File: src/tmc_pkg.sv
/*
 Constants shared by the trigger mode control block: register indices,
 trigger source codes, commands, reset values and control states.
 Assumes a 32-bit APB slave where a register's byte address is four times
 its index.
*/
`default_nettype none

package tmc_pkg;

    // ------------------------------------------------------------
    // Register indices
    // ------------------------------------------------------------
    localparam int unsigned ADDR_W   = 18;
    localparam logic [15:0] IDX_CMD  = 16'h0000;
    localparam logic [15:0] IDX_SRC  = 16'h9c40;
    localparam logic [15:0] IDX_DIR  = 16'h9ca4;
    localparam logic [15:0] IDX_TERM = 16'h9cae;

    // ------------------------------------------------------------
    // Trigger source codes
    // ------------------------------------------------------------
    localparam logic [31:0] SRC_FREE_RUN = 32'h0000_0000;
    localparam logic [31:0] SRC_RISING   = 32'h0000_4e20;
    localparam logic [31:0] SRC_FALLING  = 32'h0000_4e2a;
    localparam logic [31:0] SRC_ANY      = 32'h0000_4e3e;

    // ------------------------------------------------------------
    // Commands
    // ------------------------------------------------------------
    localparam logic [31:0] CMD_START = 32'h0000_0004;
    localparam logic [31:0] CMD_FORCE = 32'h0000_0010;
    localparam logic [31:0] CMD_STOP  = 32'h0000_0040;

    // ------------------------------------------------------------
    // Reset values and fields
    // ------------------------------------------------------------
    localparam logic [31:0] SRC_RST  = 32'h0000_0000;
    localparam logic        DIR_RST  = 1'h0;
    localparam logic        TERM_RST = 1'h0;
    localparam int unsigned FLAG_BIT = 0;

    // ------------------------------------------------------------
    // Control states
    // ------------------------------------------------------------
    typedef enum logic [1:0] {
        ST_IDLE   = 2'h0,
        ST_ARMED  = 2'h1,
        ST_REPLAY = 2'h3
    } tmc_state_e;

    // Byte address of a register index
    function automatic logic [ADDR_W-1:0] reg_addr(input logic [15:0] idx);
        reg_addr = {idx, 2'h0};
    endfunction

    // External edge source codes
    function automatic logic is_ext(input logic [31:0] src);
        is_ext = (src == SRC_RISING) || (src == SRC_FALLING) ||
                 (src == SRC_ANY);
    endfunction

endpackage

`default_nettype wire

File: src/tmc_edge_if.sv
/*
 Edge events of the external trigger line, passed from the input
 synchroniser to the trigger control.
 Assumes both ends run on the same sample clock.
*/
`timescale 1ns/1ps
`default_nettype none

interface tmc_edge_if;
    logic rise;
    logic fall;

    modport src (output rise, output fall);
    modport dst (input rise, input fall);
endinterface

`default_nettype wire

File: src/tmc_edge_det.sv
/*
 Synchroniser and edge detector for the external trigger input.
 Assumes the input may be asynchronous to pclk.
*/
`timescale 1ns/1ps
`default_nettype none

module tmc_edge_det (
    // Clock and reset
    input  wire logic pclk,
    input  wire logic presetn,
    // Trigger line
    input  wire logic trig_in,
    // Edge events
    tmc_edge_if.src   ev
);

    logic sync_a;
    logic sync_b;
    logic hist;

    // ------------------------------------------------------------
    // Two-stage synchroniser and history
    // ------------------------------------------------------------
    always_ff @(posedge pclk or negedge presetn) begin
        if (!presetn) begin
            sync_a <= 1'b0;
            sync_b <= 1'b0;
            hist   <= 1'b0;
        end else begin
            sync_a <= trig_in;
            sync_b <= sync_a;
            hist   <= sync_b;
        end
    end

    assign ev.rise = sync_b & ~hist;
    assign ev.fall = ~sync_b & hist;
endmodule

`default_nettype wire

File: src/tmc_trigger_ctrl.sv
/*
 Trigger mode control: APB registers, trigger source selection,
 forced trigger, external edge triggering and the shared trigger pin.
 Assumes a replay engine that takes replay_start and reports
 replay_done, and an external pad that merges trig_out and trig_oe.
*/
// The implementer's own choice: register access over APB.
`timescale 1ns/1ps
`default_nettype none

module tmc_trigger_ctrl (
    // Clock and reset
    input  wire logic                       pclk,
    input  wire logic                       presetn,
    // APB slave
    input  wire logic                       psel,
    input  wire logic                       penable,
    input  wire logic                       pwrite,
    input  wire logic [tmc_pkg::ADDR_W-1:0] paddr,
    input  wire logic [31:0]                pwdata,
    output logic      [31:0]                prdata,
    output logic                            pready,
    output logic                            pslverr,
    // Trigger pin
    input  wire logic                       trig_in,
    output logic                            trig_out,
    output logic                            trig_oe,
    output logic                            term_en,
    // Replay engine
    output logic                            replay_start,
    input  wire logic                       replay_done
);

    tmc_edge_if ev_if ();

    tmc_pkg::tmc_state_e state;
    tmc_pkg::tmc_state_e next_state;

    logic [31:0] src;
    logic        dir;
    logic        term;
    logic        ext_mode;
    logic        hit_cmd;
    logic        hit_src;
    logic        hit_dir;
    logic        hit_term;
    logic        hit_any;
    logic        wr_en;
    logic        cmd_wr;
    logic        start_cmd;
    logic        force_cmd;
    logic        stop_cmd;
    logic        edge_hit;
    logic        fire;
    logic [31:0] rd_val;

    // ------------------------------------------------------------
    // Input synchroniser
    // ------------------------------------------------------------
    tmc_edge_det u_edge (
        .pclk    (pclk),
        .presetn (presetn),
        .trig_in (trig_in),
        .ev      (ev_if.src)
    );

    // ------------------------------------------------------------
    // Address decode
    // ------------------------------------------------------------
    assign hit_cmd  = paddr == tmc_pkg::reg_addr(tmc_pkg::IDX_CMD);
    assign hit_src  = paddr == tmc_pkg::reg_addr(tmc_pkg::IDX_SRC);
    assign hit_dir  = paddr == tmc_pkg::reg_addr(tmc_pkg::IDX_DIR);
    assign hit_term = paddr == tmc_pkg::reg_addr(tmc_pkg::IDX_TERM);
    assign hit_any  = hit_cmd | hit_src | hit_dir | hit_term;

    assign wr_en  = psel & penable & pready & pwrite & ~pslverr;
    assign cmd_wr = wr_en & hit_cmd;

    assign start_cmd = cmd_wr & (pwdata == tmc_pkg::CMD_START);
    assign force_cmd = cmd_wr & (pwdata == tmc_pkg::CMD_FORCE);
    assign stop_cmd  = cmd_wr & (pwdata == tmc_pkg::CMD_STOP);

    assign ext_mode = tmc_pkg::is_ext(src);

    // ------------------------------------------------------------
    // Edge selection
    // ------------------------------------------------------------
    always_comb begin
        edge_hit = 1'b0;
        case (src)
            tmc_pkg::SRC_RISING: begin
                edge_hit = ev_if.rise;
            end
            tmc_pkg::SRC_FALLING: begin
                edge_hit = ev_if.fall;
            end
            tmc_pkg::SRC_ANY: begin
                edge_hit = ev_if.rise | ev_if.fall;
            end
            default: begin
                edge_hit = 1'b0;
            end
        endcase
    end

    // ------------------------------------------------------------
    // Configuration registers
    // ------------------------------------------------------------
    always_ff @(posedge pclk or negedge presetn) begin
        if (!presetn) begin
            src <= tmc_pkg::SRC_RST;
        end else if (wr_en && hit_src) begin
            src <= pwdata;
        end
    end

    always_ff @(posedge pclk or negedge presetn) begin
        if (!presetn) begin
            dir <= tmc_pkg::DIR_RST;
        end else if (wr_en && hit_dir) begin
            dir <= pwdata[tmc_pkg::FLAG_BIT];
        end
    end

    always_ff @(posedge pclk or negedge presetn) begin
        if (!presetn) begin
            term <= tmc_pkg::TERM_RST;
        end else if (wr_en && hit_term) begin
            term <= pwdata[tmc_pkg::FLAG_BIT];
        end
    end

    // ------------------------------------------------------------
    // Trigger state machine
    // ------------------------------------------------------------
    always_comb begin
        next_state = state;
        fire       = 1'b0;
        case (state)
            tmc_pkg::ST_IDLE: begin
                if (start_cmd) begin
                    if (src == tmc_pkg::SRC_FREE_RUN) begin
                        next_state = tmc_pkg::ST_REPLAY;
                        fire       = 1'b1;
                    end else begin
                        next_state = tmc_pkg::ST_ARMED;
                    end
                end
            end
            tmc_pkg::ST_ARMED: begin
                if (stop_cmd) begin
                    next_state = tmc_pkg::ST_IDLE;
                end else if (force_cmd || (ext_mode && edge_hit)) begin
                    next_state = tmc_pkg::ST_REPLAY;
                    fire       = 1'b1;
                end
            end
            tmc_pkg::ST_REPLAY: begin
                if (replay_done || stop_cmd) begin
                    next_state = tmc_pkg::ST_IDLE;
                end
            end
            default: begin
                next_state = tmc_pkg::ST_IDLE;
            end
        endcase
    end

    always_ff @(posedge pclk or negedge presetn) begin
        if (!presetn) begin
            state <= tmc_pkg::ST_IDLE;
        end else begin
            state <= next_state;
        end
    end

    // ------------------------------------------------------------
    // Replay start and trigger pin
    // ------------------------------------------------------------
    always_ff @(posedge pclk or negedge presetn) begin
        if (!presetn) begin
            replay_start <= 1'b0;
        end else begin
            replay_start <= fire;
        end
    end

    always_ff @(posedge pclk or negedge presetn) begin
        if (!presetn) begin
            trig_oe <= 1'b0;
        end else begin
            trig_oe <= ~ext_mode & dir;
        end
    end

    always_ff @(posedge pclk or negedge presetn) begin
        if (!presetn) begin
            trig_out <= 1'b0;
        end else begin
            trig_out <= fire & ~ext_mode & dir;
        end
    end

    always_ff @(posedge pclk or negedge presetn) begin
        if (!presetn) begin
            term_en <= 1'b0;
        end else begin
            term_en <= term & ext_mode;
        end
    end

    // ------------------------------------------------------------
    // APB read and answer
    // ------------------------------------------------------------
    always_comb begin
        rd_val = 32'h0;
        if (hit_cmd) begin
            rd_val = {30'h0, state};
        end else if (hit_src) begin
            rd_val = src;
        end else if (hit_dir) begin
            rd_val = {31'h0, dir};
        end else if (hit_term) begin
            rd_val = {31'h0, term};
        end
    end

    always_ff @(posedge pclk or negedge presetn) begin
        if (!presetn) begin
            pready <= 1'b0;
        end else begin
            pready <= psel & ~penable;
        end
    end

    always_ff @(posedge pclk or negedge presetn) begin
        if (!presetn) begin
            pslverr <= 1'b0;
        end else begin
            pslverr <= psel & ~penable & ~hit_any;
        end
    end

    always_ff @(posedge pclk or negedge presetn) begin
        if (!presetn) begin
            prdata <= 32'h0;
        end else if (psel && !penable && !pwrite) begin
            prdata <= rd_val;
        end else begin
            prdata <= 32'h0;
        end
    end
endmodule

`default_nettype wire

File: config.mk
export PLATFORM = sky130hd
export DESIGN_NAME = tmc_trigger_ctrl
export DESIGN_NICKNAME = d
export VERILOG_FILES = /design/src/tmc_pkg.sv /design/src/tmc_edge_if.sv /design/src/tmc_edge_det.sv /design/src/tmc_trigger_ctrl.sv
export SDC_FILE = /design/constraint.sdc
export NUM_CORES = 1
export LEC_CHECK = 0
export BUFFER_PORTS_ARGS = -buffer_cell sky130_fd_sc_hd__buf_2
export CORE_UTILIZATION = 50
export DETAILED_ROUTE_END_ITERATION = 6
export GPL_TIMING_DRIVEN = 0
export PLACE_DENSITY = 0.84
export SYNTH_ARGS = -nofsm -noshare
export SYNTH_HDL_FRONTEND = slang
export SYNTH_SLANG_ARGS = --single-unit
File: constraint.sdc
create_clock -name pclk -period 3.9 [get_ports pclk]
set_input_delay 0.39 -clock pclk [delete_from_list [all_inputs] [get_ports pclk]]
set_output_delay 0.39 -clock pclk [all_outputs]
set_load 0.02 [all_outputs]
======== Word level (Yosys, flattened, before mapping) ========
Index checks and enable logic that the tools add are counted.
W data, S select, Z words.
word-level totals
  bits in registers ....................... 77
  input bits .............................. 57
  output and inout port bits .............. 38
  logic and storage cells ................. 87
cells by class
  equal/unequal tests ..................... 14
  multiplexer cells ....................... 17
  bitwise operators ....................... 26
  reduce and logical (&&, ||, !) cells .... 16
operators by type and width
  operator                number
  $mux W32                4
  $eq A32 B15 Y1 const B  3
  $eq A18 B18 Y1 const B  3
  $eq A32 B3 Y1 const B   1
  $eq A32 B5 Y1 const B   1
  $eq A32 B7 Y1 const B   1
  $logic_not A32 Y1       1
  $logic_not A18 Y1       1
  $and A1 B1 Y1           16
  $mux W2                 5
  $logic_and A1 B1 Y1     6
  $not A1 Y1              6
  $pmux W2 S3             1
  $mux W1                 5
  $logic_or A1 B1 Y1      4
  $ne A2 B2 Y1 const B    2
  $or A1 B1 Y1            4
  $ne A3 B3 Y1 const B    1
  $pmux W1 S3             1
  $reduce_and A3 Y1       1
  $eq A2 B1 Y1 const B    1
  $eq A2 B2 Y1 const B    1
  $logic_not A1 Y1        2
  $logic_not A2 Y1        1
  $pmux W1 S2             1

======== Depth between registers and ports, before layout ========
  word-level depth ........................ 12
  depth in mapped cells ................... 8
  gate-level depth less buffers ........... 8

======== Cells and area by module ========
Synthesis repeated with hierarchy kept, for this count alone.
unflattened totals
  cells, all modules ...................... 250
  area, all modules ....................... 3148.0 µm²
modules (own cells, without submodules)
  module            instances  cells an instance  area an instance (µm²)  seq. area each (µm²)
  tmc_trigger_ctrl  1          245                3057.9                  1851.8
  tmc_edge_det      1          5                  90.1                    75.1

======== Worst setup path before layout ========
No wires, ideal clock.
  path kind ............................... input -> register
  start point ............................. in paddr[11] (netlist name)
  end point ............................... reg trig_out
  setup time .............................. 0.066 ns
  data arrival time ....................... 2.253 ns
  required time ........................... 3.834 ns
  setup slack ............................. 1.581 ns
  stages .................................. 6
  path buffers ............................ 0
  cells stage by stage .................... or4_4 -> or3b_4 -> nor4_4 -> a31oi_1 -> o41ai_2 -> and2_1
between the ends
  cells in the longest elaborated chain, start to end .. 9
  elaborated cells on any way between the ends .. 12
  classes of those cells .................. mux: 4; bitwise: 6; reduce/logical: 2
RTL lines
  what                            RTL line                 source
  from (decl)                     tmc_trigger_ctrl.sv:19   input wire logic [tmc_pkg::ADDR_W-1:0] paddr,
  $logic_not A18 Y1 (*)           tmc_trigger_ctrl.sv:70   assign hit_cmd = paddr == tmc_pkg::reg_addr(tmc_pkg::IDX_CMD);
  $and A1 B1 Y1 (*)               tmc_trigger_ctrl.sv:77   assign cmd_wr = wr_en & hit_cmd;
  $and A1 B1 Y1                   tmc_trigger_ctrl.sv:80   assign force_cmd = cmd_wr & (pwdata == tmc_pkg::CMD_FORCE);
  $logic_or A1 B1 Y1              tmc_trigger_ctrl.sv:153  end else if (force_cmd || (ext_mode && edge_hit)) begin
  $mux W1                         tmc_trigger_ctrl.sv:153
  $mux W1                         tmc_trigger_ctrl.sv:151  if (stop_cmd) begin
  $pmux W1 S2 (*)                 tmc_trigger_ctrl.sv:139  case (state)
  via fire                        tmc_trigger_ctrl.sv:54   logic fire;
  $and A1 B1 Y1 (*) (2 in a row)  tmc_trigger_ctrl.sv:200  trig_out <= fire & ~ext_mode & dir;
  to (signal assigned)            tmc_trigger_ctrl.sv:200
  to (decl)                       tmc_trigger_ctrl.sv:26   output logic trig_out,
The timed path passes the listed nets; every way through them passes the cells marked *.
A chain may end at the register's enable or synchronous reset.

======== Worst setup path after layout ========
Same ends and word-level chain as after synthesis.

==> flow_summary.ini <==
[synth]
ys_warn_count = 0
yosysUniqueCellTypes = 39
synthesis.nets = 302
synthTopCellsByCount = dfrtp_1, mux2_2, and2_1
synth_ff_type = dfrtp_1
synth_xor_xnor_area_share_pct = 0.279
synth_area_leaders = dfrtp_1, mux2_2, and2_1, nor4_1, nand4_1
synth-compound-area-share_pct = 3.47
yosys.area_share.simple_pct = 20.6
synth_most_common_cell = dfrtp_1
synthAdderAreaFrac_pct = 0.797
ys_ff_latch = 77
muxShareOfSynthArea_pct = 12.2
syn_area_sq_um = 3140
synth_top_area_share_pct = 61.4
synth_enable_flop_cells = 0
synth-seq-area-share_pct = 61.4
ys_async_sr_fraction_pct = 100
syn_area_per_cell_sq_um = 12.9
synthCells = 243
synth_top_family_by_area = simple AND/OR/NAND/NOR gates
synth_top_area_cell = dfrtp_1

[placed_design]
io_buffers = 94
dp_cells = 412
dpl_cell_area_sq_um = 3710
dpl.hpwl_microns = 4940
place.gp.congestion = 0.844
pre_cts_slack_ns = 1.21

[critical_path]
endpoint_kind = flip-flop
ff2ff_path_depth = 6
r2r_end = trig_out
reg2reg_setup_slack_ns = 1.57
crit_type = in -> reg
slowest_stage = or4_4
worstPathCellList = buf_2 > or4_4 > or3b_4 > nor4_4 > a31oi_1 > o41ai_2 > and2_1
timing.rr.start = src[27]
max_stage_delay_ns = 0.54
arrival_ns = 2.62
cp_data_required_time_ns = 4.18
critPathMaxFanout = 5
critPathLaunchType = primary input

[route]
viasPerCell = 5.35
antenna_left = 0
drtIter0Drc = 84
finalWirelength_microns = 6580
dr_total_vias = 2290
first_pass_iters = 4
post_drt_wl_per_cell_microns = 15.4
drc = 0

[timing]
skew_ns = 0.00721
worstMarginPinSlew_ns = 0.926
hold_viol = 0
slew_violations = 0
fin_crit_sh_pct = 59.9
min_period_ns = 2.34
rsz0062_at_grt = no
slew_headroom_pct = 38.3
fin_hold_ws_ns = 0.152
max_freq_mhz = 428
setup_viol = 0
worst_slack_ns = 1.56
setup_tns_ns = 0

[clock_tree]
clock_path_buffers = 2
postCtsHoldBufs = 0
cts.clk_slew.worst_paths_ns = 0.07
numCtsBuffers = 9
clk_latency_ns = 0.34
cts_resized = 0
cts_max_level = 3
cts.sinks = 77
cts_tree = done
clockRootBuffer = clkbuf_8
cts_post_setup_buffers_inserted = 0

[global_route]
track_usage_pct = 23.0
antenna_found_initial = 0
grt_pass1_vias = 2300
grt_overflow = 0
grt_max_degree = 78
grt_pass1_wl_microns = 10900

[power]
p_leak_nw = 2.09
ir_drop_uv = 221
cellPowerDensity_nw_per_um2 = 372
power.total_mw = 1.45

[status]
outcome = completed

[cells_and_area]
fin_area_sq_um = 3900
drive_gt1_share_pct = 43.3
areaGrowthSynthToFinish_pct = 24.2
fin_util_pct = 65.1
num_antenna_cells = 0
nNetsFinal = 407
final_cell_count_no_fill = 428

[die]
fp.dieW_microns = 81.2
die_height_microns = 81.2
ios = 95
fp-row-count = 28
design.core.area_sq_um = 5990
die-area_sq_um = 6600
initial_core_util_pct = 52.4

[worst_hold_path]
min_path_type = in -> reg
min_path_cells = 1
min_from = trig_in
min_to = u_edge.sync_a

[job]
cap_violations = 0
-- cell usage in the layout (no fill, tap or decap), drive strengths merged, types with 4 or more instances in the layout --
master | Yosys | final
nor4 | 18 | 18
mux2 | 34 | 34
and2 | 32 | 32
dfrtp | 77 | 77
nand4 | 7 | 7
clkbuf | 3 | 15
nor2 | 9 | 9
inv | 4 | 4
nor3 | 8 | 8
and3 | 4 | 4
nand2 | 6 | 6
buf | 3 | 97
-- how the worst max path moves through the flow --
| stage | depth (start not counted) | from | end | slack (ns) |
|---|---|---|---|---|
| floorplan | 6 | paddr[11] | trig_out | 1.58 |
| global placement | 7 | paddr[11] | src[10] | 1.27 |
| detailed placement | 7 | paddr[11] | trig_out | 1.21 |
| CTS | 6 | src[27] | trig_out | 1.55 |
| global route | 6 | src[27] | trig_out | 1.42 |
| finish | 7 | paddr[11] | trig_out | 1.56 |
-- critical path, delay by kind of cell --
family	cells	cell delay (ns)
simple gates	4	1.54
buf+inv	1	0.10
compound gates	2	0.58
-- logic make-up (layout without fill, tap and decap cells) --
family,Yosys count,after routing
AO/OA/AOI/OAI,15,15
XOR/XNOR,1,1
AND/OR/NAND/NOR,104,104
adder cells (fa/ha/maj),2,2
multiplexers,34,34
buffers and inverters,10,120
flip-flops,77,77
-- routing by layer --
metal	GRT usage (%)	share of wire [%]
met4	12.3	2.5
met5	0	0
met2	37.2	48
met1	29.2	45
met3	4.38	4.8
-- area by class of cell --
cell class / instances / area [sq um]
fillers: 458 / 2090
flip-flops and latches: 77 / 1930
multi-input cells: 156 / 1170
repair buffers: 94 / 473
clock buffers: 12 / 145
well taps: 75 / 93.8
clock inverters: 4 / 47.5
plain buffers: 6 / 26.3
inverters: 4 / 15.0
-- state kept, by name, summed over array words and instances, names as in the netlist --
name           flops
prdata            32
state              2
term_en            1
pslverr            1
dir                1
u_edge.sync_a      1
pready             1
u_edge.sync_b      1
replay_start       1
trig_oe            1
u_edge.hist        1
term               1
src               32
trig_out           1
-- where the power goes --
part	switching, mW	leakage [nW]	internal [mW]	total, mW
combinational	0.0405	0.930	0.0280	0.0685
clock	0.270	0.0964	0.311	0.581
sequential	0.00134	1.07	0.801	0.802
Power figures use the tool's default switching activity.
